## config.mk

```make
export PLATFORM = sky130hd
export DESIGN_NAME = ebc_top
export DESIGN_NICKNAME = d
export VERILOG_FILES = /design/src/pkg/ebc_pkg.sv /design/src/ebc_top.sv
export SDC_FILE = /design/constraint.sdc
export NUM_CORES = 1
export LEC_CHECK = 0
export BUFFER_PORTS_ARGS = -buffer_cell sky130_fd_sc_hd__buf_2
export CAP_MARGIN = 40
export CORE_ASPECT_RATIO = 1.25
export CORE_MARGIN = 5
export CORE_UTILIZATION = 30
export CTS_CLUSTER_SIZE = 14
export DETAILED_ROUTE_END_ITERATION = 10
export GPL_ROUTABILITY_DRIVEN = 0
export GPL_TIMING_DRIVEN = 0
export SYNTH_ARGS = -nofsm -noshare
export SYNTH_HDL_FRONTEND = slang
export SYNTH_SLANG_ARGS = --single-unit
```

## constraint.sdc

```tcl
create_clock -name clk -period 4.5 [get_ports clk]
set_input_delay 0 -clock clk [delete_from_list [all_inputs] [get_ports clk]]
set_output_delay 0 -clock clk [all_outputs]
set_load 0.005 [all_outputs]
```

## src/pkg/ebc_pkg.sv

```systemverilog
package ebc_pkg;

    // ************************************************************
    // Register map (byte addresses)
    // ************************************************************
    localparam logic [7:0] OFS_WIDTH     = 8'h00;
    localparam logic [7:0] OFS_STATE     = 8'h04;
    localparam logic [7:0] OFS_WAIT      = 8'h08;
    localparam logic [7:0] OFS_RDSTB     = 8'h0C;
    localparam logic [7:0] OFS_CSEXT     = 8'h10;
    localparam logic [7:0] OFS_IFTYPE    = 8'h14;
    localparam logic [7:0] OFS_DRAM      = 8'h18;
    localparam logic [7:0] OFS_REFCTL    = 8'h1C;
    localparam logic [7:0] OFS_COUNT     = 8'h20;
    localparam logic [7:0] OFS_PERIOD    = 8'h24;
    localparam logic [7:0] OFS_SYS       = 8'h28;
    localparam logic [7:0] OFS_PINCTL    = 8'h2C;

    // ************************************************************
    // Field positions in the refresh control and DRAM access control registers
    // ************************************************************
    localparam int REF_CMF_BIT   = 15;
    localparam int REF_COMPARE_IRQ_ENABLE_BIT  = 14;
    localparam int REF_CKS_LSB   = 8;
    localparam int REF_EN_BIT    = 7;
    localparam int DRAM_TPC_LSB  = 12;
    localparam int DRAM_SPC_LSB  = 0;

    // ************************************************************
    // Reset values
    // ************************************************************
    localparam logic [7:0]  RST_COUNT  = 8'h00;
    localparam logic [7:0]  RST_PERIOD = 8'hFF;
    localparam logic [7:0]  RST_STATE  = 8'hFF;
    localparam logic [23:0] RST_WAIT   = 24'hFFFFFF;
    localparam logic [7:0]  RST_ZERO8  = 8'h00;

    // ************************************************************
    // Area decode
    // ************************************************************
    localparam int AREA_SHIFT = 21;
    localparam logic [23:0] NORMAL_MASK = 24'h00FFFF;

    typedef enum logic [1:0] {
        IF_BASIC = 2'b00,
        IF_ALT1  = 2'b01,
        IF_ALT2  = 2'b10
    } ebc_iftype_t;

    typedef enum logic [2:0] {
        ST_IDLE  = 3'b000,
        ST_HEAD  = 3'b001,
        ST_T1    = 3'b010,
        ST_T2    = 3'b011,
        ST_WAIT  = 3'b100,
        ST_T3    = 3'b101,
        ST_TAIL  = 3'b110,
        ST_PRE   = 3'b111
    } ebc_state_t;

    typedef struct packed {
        logic        req;
        logic        wr;
        logic        word;
        logic [23:0] addr;
    } ebc_req_t;

    typedef struct packed {
        logic       as_n;
        logic       rd_n;
        logic       hwr_n;
        logic       lwr_n;
        logic [7:0] sel_n;
        logic [7:0] sel_oe_n;
        logic       oe_n;
    } ebc_pins_t;

endpackage

```

## src/ebc_top.sv

```systemverilog
`timescale 1ns/1ps
// Functional notes
// - Post-self-refresh precharge adds 1..11 states
// - Compare flag writes only clear it
// - Refresh counter 8-bit, R/W, clocked
// - Match sets flag, clears counter
// - Match with refresh enabled starts refresh
// - Match, refresh off, enable set: interrupt
// - Counter resets zero, kept in standby
// - Period resets all ones, kept standby
// - Eight 2-Mbyte areas in 16 Mbyte
// - Normal mode controls 64 Kbyte area0
// - Width bit 0=16, 1=8; bus mode
// - State bit 0=2-state, no waits
// - 3-state area inserts 0..7 waits
// - Read strobe negated early or end
// - Extension states assert select and address strobe, not RD/WR
// - Reset: basic interface, 3-state access
// - Interface type set by area 2 field only
// - DRAM areas use selects as row strobes
// - SDRAM: selects carry RAS/CAS/WE/clock
// - Accessed area select driven low
// - RAM enable puts RAM in area7
// - Select pins output only when enabled
// - Clock select halts or divides clock
// - Interrupt enable forced zero when refreshing
module ebc_top
    import ebc_pkg::*;
(
    input  wire logic        clk,
    input  wire logic        rstn,
    input  wire logic        ce,
    input  wire logic        hw_standby,
    input  wire logic        advanced_mode,
    input  wire logic        rom_enabled,
    input  wire logic        mode_8bit,
    input  wire logic        selfref_exit,
    input  wire logic        psel,
    input  wire logic        penable,
    input  wire logic        pwrite,
    input  wire logic [7:0]  paddr,
    input  wire logic [31:0] pwdata,
    output logic [31:0]      prdata,
    output logic             pready,
    output logic             pslverr,
    input  wire ebc_req_t    mreq,
    output logic             mdone,
    output logic             internal_ram_hit,
    output ebc_pins_t        pins,
    output logic             refresh_start,
    output logic             compare_irq,
    output logic             bus_8bit_mode,
    output logic             early_rd_half
);

    // ************************************************************
    // Registers
    // ************************************************************
    logic [7:0]  area_width_control_q;
    logic [7:0]  area_state_control_q;
    logic [23:0] wait_control_q;
    logic [7:0]  read_strobe_timing_control_q;
    logic [15:0] select_extension_control_q;
    logic [15:0] iftype_q;
    logic [15:0] dram_access_control_q;
    logic        compare_match_flag_q;
    logic        compare_irq_enable_q;
    logic [2:0]  refresh_clk_sel_q;
    logic        refresh_enable_q;
    logic [7:0]  refresh_timer_count_q;
    logic [7:0]  refresh_period_compare_q;
    logic        onchip_ram_enable_q;
    logic [7:0]  sel_dir_q;
    logic [7:0]  sel_func_q;
    logic [11:0] prescale_q;

    logic        wr_en;
    logic        rd_en;
    logic        tick;
    logic        match;
    logic        sdram_mode;
    logic        dram_mode;

    assign wr_en = psel && penable && pwrite && ce;
    assign rd_en = psel && !penable && !pwrite && ce;
    assign match = (refresh_timer_count_q == refresh_period_compare_q);
    assign sdram_mode = (iftype_q[5:4] == IF_ALT2);
    assign dram_mode  = (iftype_q[5:4] == IF_ALT1);

    // ************************************************************
    // APB slave, zero wait states
    // ************************************************************
    always_ff @(posedge clk) begin
        if (!rstn) begin
            pready  <= 1'b0;
            pslverr <= 1'b0;
        end else if (ce) begin
            pready  <= psel && !penable;
            pslverr <= 1'b0;
        end
    end

    always_ff @(posedge clk) begin
        if (!rstn) begin
            prdata <= 32'h00000000;
        end else if (rd_en) begin
            if (paddr == OFS_WIDTH) begin
                prdata <= {24'h000000, area_width_control_q};
            end else if (paddr == OFS_STATE) begin
                prdata <= {24'h000000, area_state_control_q};
            end else if (paddr == OFS_WAIT) begin
                prdata <= {8'h00, wait_control_q};
            end else if (paddr == OFS_RDSTB) begin
                prdata <= {24'h000000, read_strobe_timing_control_q};
            end else if (paddr == OFS_CSEXT) begin
                prdata <= {16'h0000, select_extension_control_q};
            end else if (paddr == OFS_IFTYPE) begin
                prdata <= {16'h0000, iftype_q};
            end else if (paddr == OFS_DRAM) begin
                prdata <= {16'h0000, dram_access_control_q};
            end else if (paddr == OFS_REFCTL) begin
                prdata <= {16'h0000, compare_match_flag_q, compare_irq_enable_q, 2'b00,
                           1'b0, refresh_clk_sel_q, refresh_enable_q, 7'h00};
            end else if (paddr == OFS_COUNT) begin
                prdata <= {24'h000000, refresh_timer_count_q};
            end else if (paddr == OFS_PERIOD) begin
                prdata <= {24'h000000, refresh_period_compare_q};
            end else if (paddr == OFS_SYS) begin
                prdata <= {31'h00000000, onchip_ram_enable_q};
            end else if (paddr == OFS_PINCTL) begin
                prdata <= {16'h0000, sel_func_q, sel_dir_q};
            end else begin
                prdata <= 32'h00000000;
            end
        end
    end

    // ************************************************************
    // Bus specification registers
    // ************************************************************
    always_ff @(posedge clk) begin
        if (!rstn || hw_standby) begin
            area_width_control_q <= {8{mode_8bit}};
            area_state_control_q <= RST_STATE;
            wait_control_q       <= RST_WAIT;
            read_strobe_timing_control_q <= RST_ZERO8;
            select_extension_control_q   <= 16'h0000;
            iftype_q             <= 16'h0000;
            dram_access_control_q <= 16'h0000;
            onchip_ram_enable_q  <= 1'b1;
            sel_dir_q            <= {7'h00, !rom_enabled};
            sel_func_q           <= {7'h00, !rom_enabled};
        end else if (wr_en) begin
            if (paddr == OFS_WIDTH) begin
                area_width_control_q <= pwdata[7:0];
            end else if (paddr == OFS_STATE) begin
                area_state_control_q <= pwdata[7:0];
            end else if (paddr == OFS_WAIT) begin
                wait_control_q <= pwdata[23:0];
            end else if (paddr == OFS_RDSTB) begin
                read_strobe_timing_control_q <= pwdata[7:0];
            end else if (paddr == OFS_CSEXT) begin
                select_extension_control_q <= pwdata[15:0];
            end else if (paddr == OFS_IFTYPE) begin
                // Areas 0,1,6 one alternative; bit 15 flags continuous DRAM
                iftype_q <= {pwdata[15:14], 1'b0, pwdata[12], pwdata[11:4],
                             1'b0, pwdata[2], 1'b0, pwdata[0]};
            end else if (paddr == OFS_DRAM) begin
                dram_access_control_q <= pwdata[15:0];
            end else if (paddr == OFS_SYS) begin
                onchip_ram_enable_q <= pwdata[0];
            end else if (paddr == OFS_PINCTL) begin
                sel_dir_q  <= pwdata[7:0];
                sel_func_q <= pwdata[15:8];
            end
        end
    end

    // ************************************************************
    // Refresh timer
    // ************************************************************
    always_ff @(posedge clk) begin
        if (!rstn || hw_standby) begin
            refresh_clk_sel_q    <= 3'b000;
            refresh_enable_q     <= 1'b0;
            compare_irq_enable_q <= 1'b0;
        end else if (wr_en && paddr == OFS_REFCTL) begin
            refresh_clk_sel_q <= pwdata[REF_CKS_LSB +: 3];
            refresh_enable_q  <= pwdata[REF_EN_BIT];
            compare_irq_enable_q <= pwdata[REF_COMPARE_IRQ_ENABLE_BIT] && !pwdata[REF_EN_BIT];
        end else if (ce && refresh_enable_q) begin
            compare_irq_enable_q <= 1'b0;
        end
    end

    always_ff @(posedge clk) begin
        if (!rstn || hw_standby) begin
            prescale_q <= 12'h000;
        end else if (ce) begin
            prescale_q <= prescale_q + 12'h001;
        end
    end

    // Divider taps: 2, 8, 32 ... 4096
    always_comb begin
        case (refresh_clk_sel_q)
            3'b001:  tick = prescale_q[0:0] == 1'b1;
            3'b010:  tick = prescale_q[2:0] == 3'h7;
            3'b011:  tick = prescale_q[4:0] == 5'h1F;
            3'b100:  tick = prescale_q[6:0] == 7'h7F;
            3'b101:  tick = prescale_q[8:0] == 9'h1FF;
            3'b110:  tick = prescale_q[10:0] == 11'h7FF;
            3'b111:  tick = prescale_q[11:0] == 12'hFFF;
            default: tick = 1'b0;
        endcase
    end

    // Software standby needs no branch: state simply holds
    always_ff @(posedge clk) begin
        if (!rstn || hw_standby) begin
            refresh_timer_count_q <= RST_COUNT;
        end else if (ce) begin
            if (match) begin
                refresh_timer_count_q <= RST_COUNT;
            end else if (wr_en && paddr == OFS_COUNT) begin
                refresh_timer_count_q <= pwdata[7:0];
            end else if (tick) begin
                refresh_timer_count_q <= refresh_timer_count_q + 8'h01;
            end
        end
    end

    always_ff @(posedge clk) begin
        if (!rstn || hw_standby) begin
            refresh_period_compare_q <= RST_PERIOD;
        end else if (wr_en && paddr == OFS_PERIOD) begin
            refresh_period_compare_q <= pwdata[7:0];
        end
    end

    // Set beats clear so no match is lost
    always_ff @(posedge clk) begin
        if (!rstn || hw_standby) begin
            compare_match_flag_q <= 1'b0;
        end else if (ce) begin
            if (match) begin
                compare_match_flag_q <= 1'b1;
            end else if (refresh_start && refresh_enable_q) begin
                compare_match_flag_q <= 1'b0;
            end else if (wr_en && paddr == OFS_REFCTL && !pwdata[REF_CMF_BIT]
                         && !refresh_enable_q) begin
                compare_match_flag_q <= 1'b0;
            end
        end
    end

    always_ff @(posedge clk) begin
        if (!rstn) begin
            refresh_start <= 1'b0;
            compare_irq   <= 1'b0;
            bus_8bit_mode <= 1'b0;
        end else if (ce) begin
            refresh_start <= match && refresh_enable_q;
            compare_irq   <= (compare_match_flag_q || match) && !refresh_enable_q
                             && compare_irq_enable_q;
            bus_8bit_mode <= &area_width_control_q;
        end
    end

    // ************************************************************
    // External bus cycle sequencer
    // ************************************************************
    ebc_state_t  state_q;
    logic [2:0]  area_q;
    logic [2:0]  cnt_q;
    logic        wr_q;
    logic [2:0]  area_d;
    logic        ext_hit;
    logic        three_state;
    logic [2:0]  waits;
    logic [3:0]  pre_len;
    logic [3:0]  pre_cnt_q;

    always_comb begin
        area_d  = mreq.addr[AREA_SHIFT +: 3];
        ext_hit = 1'b1;
        if (!advanced_mode) begin
            area_d  = 3'd0;
            ext_hit = (mreq.addr & ~NORMAL_MASK) == 24'h000000;
        end
        if (area_d == 3'd7 && onchip_ram_enable_q) begin
            ext_hit = 1'b0;
        end
    end

    assign three_state = area_state_control_q[area_q];
    assign waits       = three_state ? wait_control_q[area_q*3 +: 3] : 3'd0;
    assign pre_len = {2'b00, dram_access_control_q[DRAM_TPC_LSB +: 2]}
                     + {1'b0, dram_access_control_q[DRAM_SPC_LSB +: 3]};

    always_ff @(posedge clk) begin
        if (!rstn) begin
            state_q          <= ST_IDLE;
            area_q           <= 3'd0;
            cnt_q            <= 3'd0;
            pre_cnt_q        <= 4'd0;
            wr_q             <= 1'b0;
            mdone            <= 1'b0;
            internal_ram_hit <= 1'b0;
        end else if (ce) begin
            mdone            <= 1'b0;
            internal_ram_hit <= 1'b0;
            case (state_q)
                ST_IDLE: begin
                    // Skip the done cycle: the master still holds req then
                    if (selfref_exit) begin
                        pre_cnt_q <= pre_len;
                        state_q   <= ST_PRE;
                    end else if (mreq.req && !mdone && !ext_hit) begin
                        internal_ram_hit <= 1'b1;
                        mdone            <= 1'b1;
                    end else if (mreq.req && !mdone) begin
                        area_q  <= area_d;
                        wr_q    <= mreq.wr;
                        state_q <= select_extension_control_q[8 + area_d] ? ST_HEAD : ST_T1;
                    end
                end
                ST_HEAD: state_q <= ST_T1;
                ST_T1:   state_q <= ST_T2;
                ST_T2: begin
                    cnt_q <= waits;
                    if (!three_state) begin
                        state_q <= select_extension_control_q[area_q] ? ST_TAIL : ST_IDLE;
                        mdone   <= !select_extension_control_q[area_q];
                    end else begin
                        state_q <= (waits != 3'd0) ? ST_WAIT : ST_T3;
                    end
                end
                ST_WAIT: begin
                    cnt_q <= cnt_q - 3'd1;
                    if (cnt_q == 3'd1) begin
                        state_q <= ST_T3;
                    end
                end
                ST_T3: begin
                    state_q <= select_extension_control_q[area_q] ? ST_TAIL : ST_IDLE;
                    mdone   <= !select_extension_control_q[area_q];
                end
                ST_TAIL: begin
                    state_q <= ST_IDLE;
                    mdone   <= 1'b1;
                end
                ST_PRE: begin
                    pre_cnt_q <= pre_cnt_q - 4'd1;
                    if (pre_cnt_q == 4'd0) begin
                        state_q <= ST_IDLE;
                    end
                end
                default: state_q <= ST_IDLE;
            endcase
        end
    end

    // ************************************************************
    // Pin drive, registered
    // ************************************************************
    logic active;
    logic strobe;
    logic last_strobe;

    assign active = (state_q != ST_IDLE) && (state_q != ST_PRE);
    assign strobe = (state_q == ST_T2) || (state_q == ST_WAIT) || (state_q == ST_T3);
    assign last_strobe = three_state ? (state_q == ST_T3) : (state_q == ST_T2);

    always_ff @(posedge clk) begin
        if (!rstn) begin
            pins.as_n     <= 1'b1;
            pins.rd_n     <= 1'b1;
            pins.hwr_n    <= 1'b1;
            pins.lwr_n    <= 1'b1;
            pins.oe_n     <= 1'b1;
            pins.sel_oe_n <= 8'hFF;
            early_rd_half <= 1'b0;
        end else if (ce) begin
            pins.as_n     <= !active;
            pins.rd_n     <= !(strobe && !wr_q);
            pins.hwr_n    <= !(strobe && wr_q);
            pins.lwr_n    <= !(strobe && wr_q && !area_width_control_q[area_q]);
            pins.oe_n     <= sdram_mode ? 1'b0 : !(strobe && !wr_q);
            pins.sel_oe_n <= ~(sel_dir_q & sel_func_q);
            // Half-state negation needs the fast clock edge outside
            early_rd_half <= last_strobe && !wr_q
                             && read_strobe_timing_control_q[area_q];
        end
    end

    genvar gi;
    generate
        for (gi = 0; gi < 8; gi++) begin : g_sel
            always_ff @(posedge clk) begin
                if (!rstn) begin
                    pins.sel_n[gi] <= 1'b1;
                end else if (ce) begin
                    if (sdram_mode && gi >= 2 && gi <= 5) begin
                        // RAS/CAS/WE idle high, memory clock toggles
                        pins.sel_n[gi] <= (gi == 5) ? prescale_q[0] : 1'b1;
                    end else if (dram_mode && gi >= 2 && gi <= 5 && iftype_q[15]) begin
                        // Continuous space: row strobe on area 2 only
                        pins.sel_n[gi] <= !(gi == 2 && active && area_q >= 3'd2
                                            && area_q <= 3'd5);
                    end else begin
                        pins.sel_n[gi] <= !(active && area_q == gi);
                    end
                end
            end
        end
    endgenerate

endmodule

```

# [Word level (Yosys, flattened, before mapping)]
# Index checks and enable logic that the tools add are counted.
[word_totals] register_bits=218 wordCells=314 in_bits=78
[classes] n_mux=88 bitwise_logic=12 n_shift=1 add_sub_neg=6 mul=1 eq_ne=57 reduce_logical=98 order_cmp=5
[ops] op="2-to-1 mux 16 bit" n=9
[ops] op="2-to-1 mux 32 bit" n=3
[ops] op="2-to-1 mux 1 bit" n=49
[ops] op="2-to-1 mux 8 bit" n=6
[ops] op="== test 3 bit, second input constant" n=14
[ops] op="logical AND 1 bit" n=37
[ops] op="== test 8 x 5 -> 1 bit, second input constant" n=4
[ops] op="== test 8 x 6 -> 1 bit, second input constant" n=4
[ops] op="2-to-1 mux 3 bit" n=9
[ops] op="logical NOT 1 bit" n=25
[ops] op="logical NOT 24 bit" n=1
[ops] op="case mux 3 bit (8 select lines)" n=1
[ops] op="indexed part select 24 x 6 -> 3 bit" n=1
[ops] op="AND reduction 10 bit" n=2
[ops] op="== test 3 x 2 -> 1 bit, second input constant" n=6
[ops] op="== test 8 x 4 -> 1 bit, second input constant" n=2
[ops] op="inequality test 2 x 1 -> 1 bit, second input constant" n=8
[ops] op="AND reduction 8 bit" n=2
[ops] op="AND reduction 5 bit" n=3
[ops] op="adder 12 x 1 -> 12 bit, second input constant" n=1
[ops] op="binary-select mux 1 bit (select 3 bit)" n=4
[ops] op="== test 12 bit, second input constant" n=1
[ops] op="== test 3 x 1 -> 1 bit, second input constant" n=4
[ops] op="nonzero test 2 bit" n=6
[ops] op="42 further kinds" n=66

# [Logic depth before layout (Yosys ltp)]
# Gate-level depths: netlist of run 1.
[logic_depth] word_depth=13 ltp_mapped=11 depth_no_buf=11

# [Worst setup path before layout of run 1]
# OpenSTA, ideal clock, no wires.
[synth_path] kind="reg-to-reg" startpoint="register prescale_q[0]" endpoint="register refresh_timer_count_q[7]" synth_period_minus_slack_ns=2.213 t_arrival_ns=2.142 path_stages_with_launch=12 setup_ns=0.072 slack_ns=2.287 cell_sequence="dfxtp_1 -> ha_1 -> nand3_1 -> nor2_1 -> and2_1 -> ha_1 -> mux2i_1 -> nand3b_1 -> o31ai_1 -> or4_1 -> nand2_2 -> mux2i_1"
[synth_via] elab_chain_len=4 elab_cells_between_ends=9 cone_classes="eq/ne (6); mux (1); reduce/logical (2)"
[synth_rtl] element="start: declaration" line_no="ebc_top.sv:75" source="logic [11:0] prescale_q;"
[synth_rtl] element="start signal: assignment" line_no="ebc_top.sv:200" source="prescale_q <= prescale_q + 12'h001;"
[synth_rtl] element="== test 12 bit, or another cell as far along" line_no="ebc_top.sv:213" source="3'b111: tick = prescale_q[11:0] == 12'hFFF;"
[synth_rtl] element="case mux 1 bit (7 select lines) (*)" line_no="ebc_top.sv:206" source="case (refresh_clk_sel_q)"
[synth_rtl] element="nonzero test 3 bit (no source line) (*)"
[synth_rtl] element="AND reduction 2 bit (no source line) (*)"
[synth_rtl] element="end signal: assignment" line_no="ebc_top.sv:226" source="refresh_timer_count_q <= pwdata[7:0];"
[synth_rtl] element="end signal: assignment" line_no="ebc_top.sv:228" source="refresh_timer_count_q <= refresh_timer_count_q + 8'h01;"
[synth_rtl] element="end: declaration" line_no="ebc_top.sv:70" source="logic [7:0] refresh_timer_count_q;"
# Mark *: on every way between the ends. The rest lies on a longest branch, timed or not.
# A chain may end at the register's enable or synchronous reset.

# [Worst setup path after layout of run 1]
[layout_path] startpoint="register prescale_q[0]" endpoint="register refresh_timer_count_q[5]"
# The elaborated chain is that of the path after synthesis.

==> impl_metrics.env, run 1 <==
export IMPL_timing_setup_critical_path_class="reg -> reg"
export IMPL_cts_sinks=210
export IMPL_core_region_area_um2=34600
export IMPL_cts_root_buf="sky130_fd_sc_hd__clkbuf_16"
export IMPL_number_of_detailed_routing_iterations_run_before_antenna_repair=8
export IMPL_wl_per_cell_um=21.0
export IMPL_final_design_area_no_fill_um2=12800
export IMPL_drc=0
export IMPL_cts_root_to_sink_buffers=3
export IMPL_cp_arrival_ns=3.24
export IMPL_drt_wl_total_um=40900
export IMPL_diodes=0
export IMPL_num_rows=76
export IMPL_synth_seq_area_share_pct=40.7
export IMPL_dpl_hpwl_um=30900
export IMPL_worst_clock_skew_ns=0.0285
export IMPL_cts_htree_levels=1
export IMPL_critical_path_max_fanout=8
export IMPL_irDropWorstVdd_v=0.000290
export IMPL_floorplan_initialDensity_pct=30.5
export IMPL_most_used_flip_flop_cell_after_synthesis="sky130_fd_sc_hd__dfxtp_1"
export IMPL_proportion_of_register_bits_with_asynchronous_set_or_reset_after_synthesis_pct=0
export IMPL_die_area_um2=39100
export IMPL_min_period_ns=2.78
export IMPL_hp_class="in -> reg"
export IMPL_period_share_pct=61.9
export IMPL_grt_usage_pct=20.4
export IMPL_synth_edff_count=10
export IMPL_rsz0062_at_grt="no"
export IMPL_synth_ff_latch_count=210
export IMPL_setup_tns_ns=0
export IMPL_cp_end_kind="register"
export IMPL_grt_start_max_net_pins=15
export IMPL_dp_cells=1874
export IMPL_die_height_um=220
export IMPL_power_density_nw_per_um2=341
export IMPL_num_vias=10600
export IMPL_grt_pass1_wl_um=61400
export IMPL_vias_per_cell=5.46
export IMPL_max_cap_violations=0
export IMPL_placement_stage_cell_area_um2=11700
export IMPL_slew_limit_headroom_pct=40.0
export IMPL_placement_io_buffers=97
export IMPL_required_time_reported_for_the_critical_path_endpoint_ns=4.95
export IMPL_grt_pass1_vias=10200
export IMPL_setup_viol_count_final=0
export IMPL_tritoncts="built"
export IMPL_crit_path_start_kind="register"
export IMPL_synth_area_per_cell_um2=8.13
export IMPL_worstSetupStartpoint="prescale_q[0]"
export IMPL_synthesis_instances=1299
export IMPL_timing_fmax_ghz=0.359
export IMPL_area_growth_pct=21.5
export IMPL_layout_cells_most_common_list="297 x sky130_fd_sc_hd__nand2_1, 200 x sky130_fd_sc_hd__dfxtp_1, 127 x sky130_fd_sc_hd__buf_2, 108 x sky130_fd_sc_hd__a21oi_1, 70 x sky130_fd_sc_hd__nand3_1"
export IMPL_final_hold_violation_count=0
export IMPL_floorplan_io_pins=139
export IMPL_clock_insertion_delay_worst_skew_ns=0.53
export IMPL_crit_reg2reg_launch="prescale_q[0]"
export IMPL_worstHoldStart="mreq[17]"
export IMPL_final_cell_count_no_fill=1949
export IMPL_status="finished, final reports clean"
export IMPL_antenna_found_initial=1
export IMPL_netlist_cell_type_count=76
export IMPL_nNetsFinal=1555
export IMPL_cts_inserted_buffers=23
export IMPL_initialDrtViolationCount=1187
export IMPL_detail_route_antenna_nets=0
export IMPL_clk_pin_slew_ns=0.07
export IMPL_slew_violations=0
export IMPL_cellLeakagePower_uw=0.00469
export IMPL_yosysWarnings=0
export IMPL_grt_ovfl_total=0
export IMPL_layout_drive_gt1_share_pct=15.8
export IMPL_die_width_um=178
export IMPL_post_cts_setup_buffers=0
export IMPL_synthesis_area_um2=10600
export IMPL_most_frequent_standard_cell_in_the_layout_excluding_fill_and_tap_cells="sky130_fd_sc_hd__nand2_1"
export IMPL_tightest_slew_ns=0.900
==> logic make-up (layout without fill, tap and decap cells) <==
group / Yosys count / count (layout) / share of synthesized area, %
XOR/XNOR: 23 / 23 / 1.91
AND/OR/NAND/NOR: 545 / 545 / 24.1
other: 1 / 9 / 0.0355
multiplexers: 51 / 51 / 6.67
buffers and inverters: 128 / 302 / 5.60
AO/OA/AOI/OAI: 330 / 330 / 19.6
flip-flops: 210 / 210 / 40.7
adder cells (fa/ha/maj): 11 / 11 / 1.37
==> routing by layer <==
layer  global-route usage (%)  share of wire, %  vias to the layer above
met4                     10.5               5.7                        0
met3                     3.45               8.4                      136
met1                     24.4                38                     5016
li1                         -                 -                     4915
met2                     35.1                48                      581
met5                        0                 0                        -
==> repair_timing <==
action                                 in CTS  in global routing
resized for setup                           0                  0
setup endpoints to repair                   0                  0
hold buffers                               35                  0
endpoints found under the hold margin     114                  0
==> flip-flops by register name, indices dropped and copies added (netlist names), 4 cells and up <==
signal and flops:
pre_cnt_q 4, refresh_timer_count_q 8, refresh_period_compare_q 8, prdata 24, area_width_control_q 8, sel_func_q 8
select_extension_control_q 16, area_state_control_q 8, sel_dir_q 8, iftype_q 13, dram_access_control_q 16, read_strobe_timing_control_q 8
wait_control_q 24, pins 21, prescale_q 12
==> critical path, stage by stage (launching register included) <==
cell,delay [ns]
sky130_fd_sc_hd__dfxtp_1,0.47
sky130_fd_sc_hd__ha_1,0.22
sky130_fd_sc_hd__nand3_1,0.13
sky130_fd_sc_hd__nor2_1,0.23
sky130_fd_sc_hd__and2_1,0.17
sky130_fd_sc_hd__ha_1,0.14
sky130_fd_sc_hd__mux2i_1,0.06
sky130_fd_sc_hd__nand3b_1,0.10
sky130_fd_sc_hd__o31ai_1,0.07
sky130_fd_sc_hd__or4_1,0.61
sky130_fd_sc_hd__nand2_2,0.27
sky130_fd_sc_hd__mux2i_1,0.22
==> path summary, 6_finish.rpt <==
check	depth (start not counted)	end	slack, ns
worst min-delay path	4	internal_ram_hit	0.004
worst min register to register	2	dram_access_control_q[11]	0.46
worst max register to register	11	refresh_timer_count_q[5]	1.72
worst max-delay path	11	refresh_timer_count_q[5]	1.72
==> synthesized netlist by cell type (all sizes together), types with 5 or more instances <==
master | number | share of area (%)
or3 | 8 | 0.53
xnor2 | 17 | 1.4
nor3 | 21 | 1.5
nand4 | 9 | 0.53
a211oi | 5 | 0.36
a221o | 5 | 0.47
o22ai | 19 | 1.1
a31oi | 14 | 0.83
mux2i | 31 | 2.9
ha | 10 | 1.2
nor2 | 62 | 2.3
inv | 23 | 0.82
clkbuf | 51 | 1.8
nor2b | 24 | 1.4
a21o | 11 | 0.78
edfxtp | 10 | 2.8
nor4 | 6 | 0.50
nand2b | 7 | 0.41
o211ai | 19 | 1.4
a21oi | 116 | 5.8
mux2 | 5 | 0.53
a22oi | 22 | 1.6
a222oi | 6 | 0.57
or2 | 5 | 0.30
o21ai | 70 | 3.4
nand2 | 303 | 11
xor2 | 6 | 0.50
nand3 | 71 | 3.4
a21boi | 13 | 0.92
buf | 52 | 2.9
dfxtp | 200 | 38
mux4 | 15 | 3.2
nand3b | 5 | 0.36
and2 | 7 | 0.41
==> per-stage QoR <==
step	hold WS [ns]	setup WS, ns	util [%]	power, uW
floorplan	0.124	2.29	-	2180
global route	0.0290	1.49	37.1	4500
CTS	0.000283	1.70	37.1	4380
global placement	0.219	1.44	33.7	2330
finish	0.00360	1.72	37.1	4380
detailed placement	0.219	1.72	33.8	2340
==> power by group <==
group / total, uW / switching (uW) / internal (uW)
registers: 1930 / 24.5 / 1900
logic: 402 / 262 / 139
clock network: 2050 / 825 / 1230
total: 4380 / 1110 / 3270
==> cell type report <==
class / instances / area [um2]
fill: 3651 / 21800
multi-input combinational: 969 / 5710
sequential: 210 / 4300
timing repair buffer: 134 / 848
clock buffer: 30 / 633
tap: 468 / 586
buffer: 103 / 498
clock inverter: 10 / 168
inverter: 25 / 93.8
Note: power is estimated with default switching activity, not from simulation.
==> inputs of run 2 (changes only) <==
==> constraint.sdc (replaced) <==
create_clock -name clk -period 2.8 [get_ports clk]
set_input_delay 0 -clock clk [delete_from_list [all_inputs] [get_ports clk]]
set_output_delay 0 -clock clk [all_outputs]
set_load 0.005 [all_outputs]
==> run 2 against run 1 <==
Net effect:
- hold slack lost 0.0027 ns
- fmax grew 5.5%
- sequential cell count is the same
- final cell count is the same
- combinational power grew 60%
- worst setup slack lost 1.6 ns
- clock skew grew 0.00084 ns
- critical path depth is the same
- power grew 60%
- sequential power grew 61%
- largest cell class unchanged
==> impl_metrics.env, run 2 (synthesis results as in run 1) <==
export IMPL_floorplan_initialDensity_pct=30.5
export IMPL_max_cap_violations=0
export IMPL_diodes=0
export IMPL_grt_ovfl_total=0
export IMPL_num_vias=10700
export IMPL_area_growth_pct=21.6
export IMPL_cellLeakagePower_uw=0.00469
export IMPL_final_hold_violation_count=0
export IMPL_grt_met1_usage_pct=24.4
export IMPL_cp_arrival_ns=3.11
export IMPL_layout_cells_most_common_list="297 x sky130_fd_sc_hd__nand2_1, 199 x sky130_fd_sc_hd__dfxtp_1, 127 x sky130_fd_sc_hd__buf_2, 108 x sky130_fd_sc_hd__a21oi_1, 70 x sky130_fd_sc_hd__nand3_1"
export IMPL_cts_root_buf="sky130_fd_sc_hd__clkbuf_16"
export IMPL_slew_violations=0
export IMPL_wl_per_cell_um=21.0
export IMPL_cts_sinks=210
export IMPL_post_cts_setup_buffers=0
export IMPL_min_period_ns=2.64
export IMPL_worst_clock_skew_ns=0.0294
export IMPL_gr_usage_met2_pct=35.1
export IMPL_setup_viol_count_final=0
export IMPL_power_density_nw_per_um2=547
export IMPL_die_height_um=220
export IMPL_timing_setup_critical_path_class="reg -> reg"
export IMPL_vias_per_cell=5.47
export IMPL_ff2ff_path_depth=11
export IMPL_crit_reg2reg_launch="prescale_q[0]"
export IMPL_number_of_detailed_routing_iterations_run_before_antenna_repair=6
export IMPL_grt_met3_usage_pct=3.45
export IMPL_clk_pin_slew_ns=0.07
export IMPL_cts_inserted_buffers=23
export IMPL_die_width_um=178
export IMPL_die_area_um2=39100
export IMPL_busiest_layer="met2"
export IMPL_irDropWorstVdd_v=0.000468
export IMPL_nNetsFinal=1555
export IMPL_drc=0
export IMPL_area_sequential_um2=4310
export IMPL_reg2reg_setup_slack_ns=0.16
export IMPL_required_time_reported_for_the_critical_path_endpoint_ns=3.27
export IMPL_layout_drive_gt1_share_pct=15.9
export IMPL_antenna_found_initial=1
export IMPL_detail_route_antenna_nets=0
export IMPL_grt_pass1_wl_um=61400
export IMPL_reg_largest_list="prdata (24), wait_control_q (24), pins (21)"
export IMPL_most_frequent_standard_cell_in_the_layout_excluding_fill_and_tap_cells="sky130_fd_sc_hd__nand2_1"
export IMPL_cts_root_to_sink_buffers=3
export IMPL_worstSetupStartpoint="prescale_q[0]"
export IMPL_worst_path_largest_cell_delay_ns=0.64
export IMPL_period_share_pct=94.3
export IMPL_drt_wl_total_um=40900
export IMPL_grt_usage_pct=20.4
export IMPL_grt_start_max_net_pins=15
export IMPL_worst_path_stages=11
export IMPL_cp_end_kind="register"
export IMPL_placement_io_buffers=97
export IMPL_cts_htree_levels=1
export IMPL_totalPowerFinal_uw=7030
export IMPL_crit_path_start_kind="register"
export IMPL_core_region_area_um2=34600
export IMPL_num_rows=76
export IMPL_rsz0062_at_grt="no"
export IMPL_n_fill_cell=3653
export IMPL_crit_path_cell_trace="ha_1 -> nand3_1 -> nor2_2 -> and2_1 -> ha_1 -> mux2i_1 -> nand3b_1 -> o31ai_1 -> or4_1 -> o31ai_1 -> o2bb2ai_1"
export IMPL_hp_class="in -> reg"
export IMPL_final_core_utilization_pct=37.1
export IMPL_worstHoldStart="mreq[17]"
export IMPL_slew_limit_headroom_pct=41.5
export IMPL_tritoncts="built"
export IMPL_clock_insertion_delay_worst_skew_ns=0.53
export IMPL_worstPathBufferInverterCount=0
export IMPL_critical_path_slowest_cell="sky130_fd_sc_hd__or4_1"
export IMPL_timing_fmax_ghz=0.379
export IMPL_multi_input_comb_area_um2=5710
export IMPL_status="finished, final reports clean"
export IMPL_tightest_slew_ns=0.877
export IMPL_floorplan_io_pins=139
export IMPL_critical_path_top_delay_family="simple AND/OR/NAND/NOR gates"
export IMPL_dpl_hpwl_um=30900
export IMPL_grt_pass1_vias=10200
export IMPL_initialDrtViolationCount=1283
export IMPL_holdWs_ns=0.000895
export IMPL_min_path_cells=4
export IMPL_critical_path_max_fanout=5
[run 2: area by class of cell]
type	count	area share, %
well taps	468	4.56
inverters	25	0.731
multi-input cells	969	44.5
plain buffers	103	3.88
clock inverters	10	1.31
clock buffers	30	4.93
repair buffers	134	6.60
flip-flops and latches	210	33.5
[run 2: path summary, 6_finish.rpt]
check	endpoint
worst max-delay path	refresh_timer_count_q[0]
worst min-delay path	internal_ram_hit
worst max register to register	refresh_timer_count_q[0]
worst min register to register	dram_access_control_q[11]
[run 2: what timing repair did]
item                                   CTS  global route
gates resized for setup                  1             2
setup endpoints to repair                1             8
endpoints found under the hold margin  114             0
hold buffers                            35             0
[run 2: tightest hold or removal path, delay by kind of cell]
kind	cells	cell delay [ns]
simple gates	2	0.14
buf+inv	1	0.08
compound gates	1	0.25
[run 2: power breakdown]
| group | switching (uW) | internal [uW] | leakage [uW] | total, uW |
|---|---|---|---|---|
| registers | 39.2 | 3060 | 0.00172 | 3100 |
| clock network | 1320 | 1970 | 0.000375 | 3290 |
| logic | 422 | 224 | 0.00260 | 645 |
| total | 1780 | 5250 | 0.00469 | 7030 |
[run 2: per-stage QoR]
stage / cell area [um2] / TNS (ns) / worst slack, ns / std cells
2_1_floorplan: 10600 / 0 / 0.587 / 1307
3_3_place_gp: 11700 / -2.07 / -0.256 / 1872
3_5_place_dp: 11700 / 0 / 0.0229 / 1874
4_1_cts: 12800 / 0 / 0.0377 / 1949
5_1_grt: 12800 / 0 / 0.00364 / 1949
6_report: 12800 / 0 / 0.160 / 1949
[run 2: per-layer routing]
metal / wire length, um / vias to the layer above / part of all wire [%]
li1: - / 4913 / -
met1: 15700 / 5036 / 38
met2: 19600 / 586 / 48
met3: 3320 / 134 / 8.1
met4: 2360 / 0 / 5.8
met5: 0 / - / 0
==> inputs of run 3 (changes only) <==
--- a/config.mk
+++ b/config.mk
@@ -9,11 +9,14 @@
 export CAP_MARGIN = 40
 export CORE_ASPECT_RATIO = 1.25
 export CORE_MARGIN = 5
-export CORE_UTILIZATION = 30
+export CORE_UTILIZATION = 49
 export CTS_CLUSTER_SIZE = 14
 export DETAILED_ROUTE_END_ITERATION = 10
 export GPL_ROUTABILITY_DRIVEN = 0
 export GPL_TIMING_DRIVEN = 0
+export HOLD_SLACK_MARGIN = 0.02
+export MAX_ROUTING_LAYER = met4
+export PLACE_DENSITY = 0.69
 export SYNTH_ARGS = -nofsm -noshare
 export SYNTH_HDL_FRONTEND = slang
 export SYNTH_SLANG_ARGS = --single-unit
==> run 3 against run 2 <==
Net effect:
- first-iteration DRC count shrank 17%
- count of clock-buffer cells in the layout up 3
- power decreased by 3.6%
- sequential power about the same
- wire length shrank 7.2%
- highest routed layer unchanged
- fmax up 2.3%
==> impl_metrics.env, run 3 (synthesis results as in run 1) <==
export IMPL_status="finished, final reports clean"
export IMPL_post_cts_setup_buffers=0
export IMPL_cts_sinks=210
export IMPL_num_rows=60
export IMPL_grt_usage_pct=30.6
export IMPL_slew_violations=0
export IMPL_reg_largest_list="prdata (24), wait_control_q (24), pins (21)"
export IMPL_hp_class="in -> reg"
export IMPL_vias_per_cell=6.05
export IMPL_period_share_pct=92.2
export IMPL_drt_wl_total_um=38000
export IMPL_num_vias=10700
export IMPL_cp_end_kind="register"
export IMPL_cts_htree_levels=1
export IMPL_crit_path_start_kind="register"
export IMPL_cts_inserted_buffers=22
export IMPL_placement_io_buffers=97
export IMPL_slew_limit_headroom_pct=40.3
export IMPL_timing_setup_critical_path_class="reg -> reg"
export IMPL_power_density_nw_per_um2=538
export IMPL_holdWs_ns=0.0650
export IMPL_layout_cells_most_common_list="297 x sky130_fd_sc_hd__nand2_1, 200 x sky130_fd_sc_hd__dfxtp_1, 127 x sky130_fd_sc_hd__buf_2, 108 x sky130_fd_sc_hd__a21oi_1, 70 x sky130_fd_sc_hd__nand3_1"
export IMPL_antenna_found_initial=0
export IMPL_timing_fmax_ghz=0.387
export IMPL_grt_start_max_net_pins=14
export IMPL_critical_path_max_fanout=5
export IMPL_floorplan_io_pins=139
export IMPL_final_hold_violation_count=0
export IMPL_cp_arrival_ns=3.02
export IMPL_final_design_area_no_fill_um2=12600
export IMPL_rsz0062_at_grt="no"
export IMPL_max_cap_violations=0
export IMPL_totalPowerFinal_uw=6780
export IMPL_die_width_um=141
export IMPL_wl_per_cell_um=21.6
export IMPL_placement_stage_cell_area_um2=11400
export IMPL_die_height_um=174
export IMPL_core_region_area_um2=21400
export IMPL_tritoncts="built"
export IMPL_grt_ovfl_total=0
export IMPL_initialDrtViolationCount=1066
export IMPL_area_growth_pct=19.2
export IMPL_diodes=0
export IMPL_most_frequent_standard_cell_in_the_layout_excluding_fill_and_tap_cells="sky130_fd_sc_hd__nand2_1"
export IMPL_setup_viol_count_final=0
export IMPL_cts_root_buf="sky130_fd_sc_hd__clkbuf_16"
export IMPL_detail_route_antenna_nets=0
export IMPL_min_period_ns=2.58
export IMPL_grt_pass1_vias=10100
export IMPL_worst_clock_skew_ns=0.0114
export IMPL_required_time_reported_for_the_critical_path_endpoint_ns=3.24
export IMPL_n_fill_cell=2006
export IMPL_clock_insertion_delay_worst_skew_ns=0.51
export IMPL_tightest_slew_ns=0.896
export IMPL_number_of_detailed_routing_iterations_run_before_antenna_repair=6
export IMPL_drc=0
export IMPL_final_cell_count_no_fill=1761
export IMPL_nNetsFinal=1559
export IMPL_cellLeakagePower_uw=0.00470
export IMPL_clk_pin_slew_ns=0.06
export IMPL_dp_cells=1685
export IMPL_floorplan_initialDensity_pct=49.4
export IMPL_cts_root_to_sink_buffers=3
export IMPL_layout_drive_gt1_share_pct=15.6
export IMPL_die_area_um2=24600
export IMPL_grt_pass1_wl_um=57300
export IMPL_irDropWorstVdd_v=0.000564
export IMPL_dpl_hpwl_um=28100
-- run 3: cell types whose count changed in the layout (fill, tap and decap cells not counted), sizes merged --
cell,delta
dlygate4sd3,+5
clkinvlp,-4
clkbuf,+3
bufinv,-2
inv,-1
-- run 3: timing repair --
item	in CTS	in global routing
setup endpoints to repair	0	7
hold buffers	40	0
resized for setup	0	2
hold endpoints to repair	119	0
-- run 3: metal layers --
layer  vias up  track usage, %  share of wire, %
met5         -               -                 0
met4         0            14.7               5.9
met3       156            4.24               8.9
met2       612            51.0                48
met1      4971            36.2                38
li1       4914               -                 -
-- run 3: path summary, 6_finish.rpt --
path / endpoint / from / slack (ns) / cells after the start
setup / recovery: refresh_timer_count_q[0] / prescale_q[0] / 0.22 / 11
hold / removal: prdata[2] / paddr[1] / 0.06 / 4
setup reg to reg: refresh_timer_count_q[0] / prescale_q[0] / 0.22 / 11
hold reg to reg: pins[20] / pins[20] / 0.45 / 2
-- run 3: layout make-up --
type / instances / area [um2] / share of cell area, %
multi-input cells: 969 / 5710 / 45.4
flip-flops and latches: 210 / 4300 / 34.2
plain buffers: 103 / 498 / 3.95
clock buffers: 33 / 674 / 5.35
inverters: 25 / 93.8 / 0.745
clock inverters: 3 / 65.1 / 0.516
repair buffers: 139 / 898 / 7.13
well taps: 279 / 349 / 2.77
-- run 3: power breakdown --
| group | internal, uW | total (uW) | switching [uW] |
|---|---|---|---|
| Clock | 1830 | 3040 | 1200 |
| Combinational | 228 | 646 | 417 |
| Sequential | 3060 | 3100 | 37.3 |
-- run 3: worst max-delay path, stage by stage (launching register included) --
cell and delay, ns:
sky130_fd_sc_hd__dfxtp_1 0.44, sky130_fd_sc_hd__ha_1 0.22, sky130_fd_sc_hd__nand3_1 0.13, sky130_fd_sc_hd__nor2_1 0.21, sky130_fd_sc_hd__and2_1 0.16, sky130_fd_sc_hd__ha_1 0.15
sky130_fd_sc_hd__mux2i_1 0.07, sky130_fd_sc_hd__nand3b_1 0.10, sky130_fd_sc_hd__o31ai_1 0.07, sky130_fd_sc_hd__or4_4 0.55, sky130_fd_sc_hd__o31ai_1 0.27, sky130_fd_sc_hd__o2bb2ai_1 0.14
-- run 3: per-stage QoR --
stage | setup WS (ns) | utilization (%) | TNS, ns
finish | 0.219 | 58.9 | 0
global route | 0.0795 | 58.9 | 0
CTS | 0.101 | 58.8 | 0
detailed placement | 0.144 | 53.5 | 0
global placement | -0.239 | 53.4 | -1.91
floorplan | 0.587 | - | 0
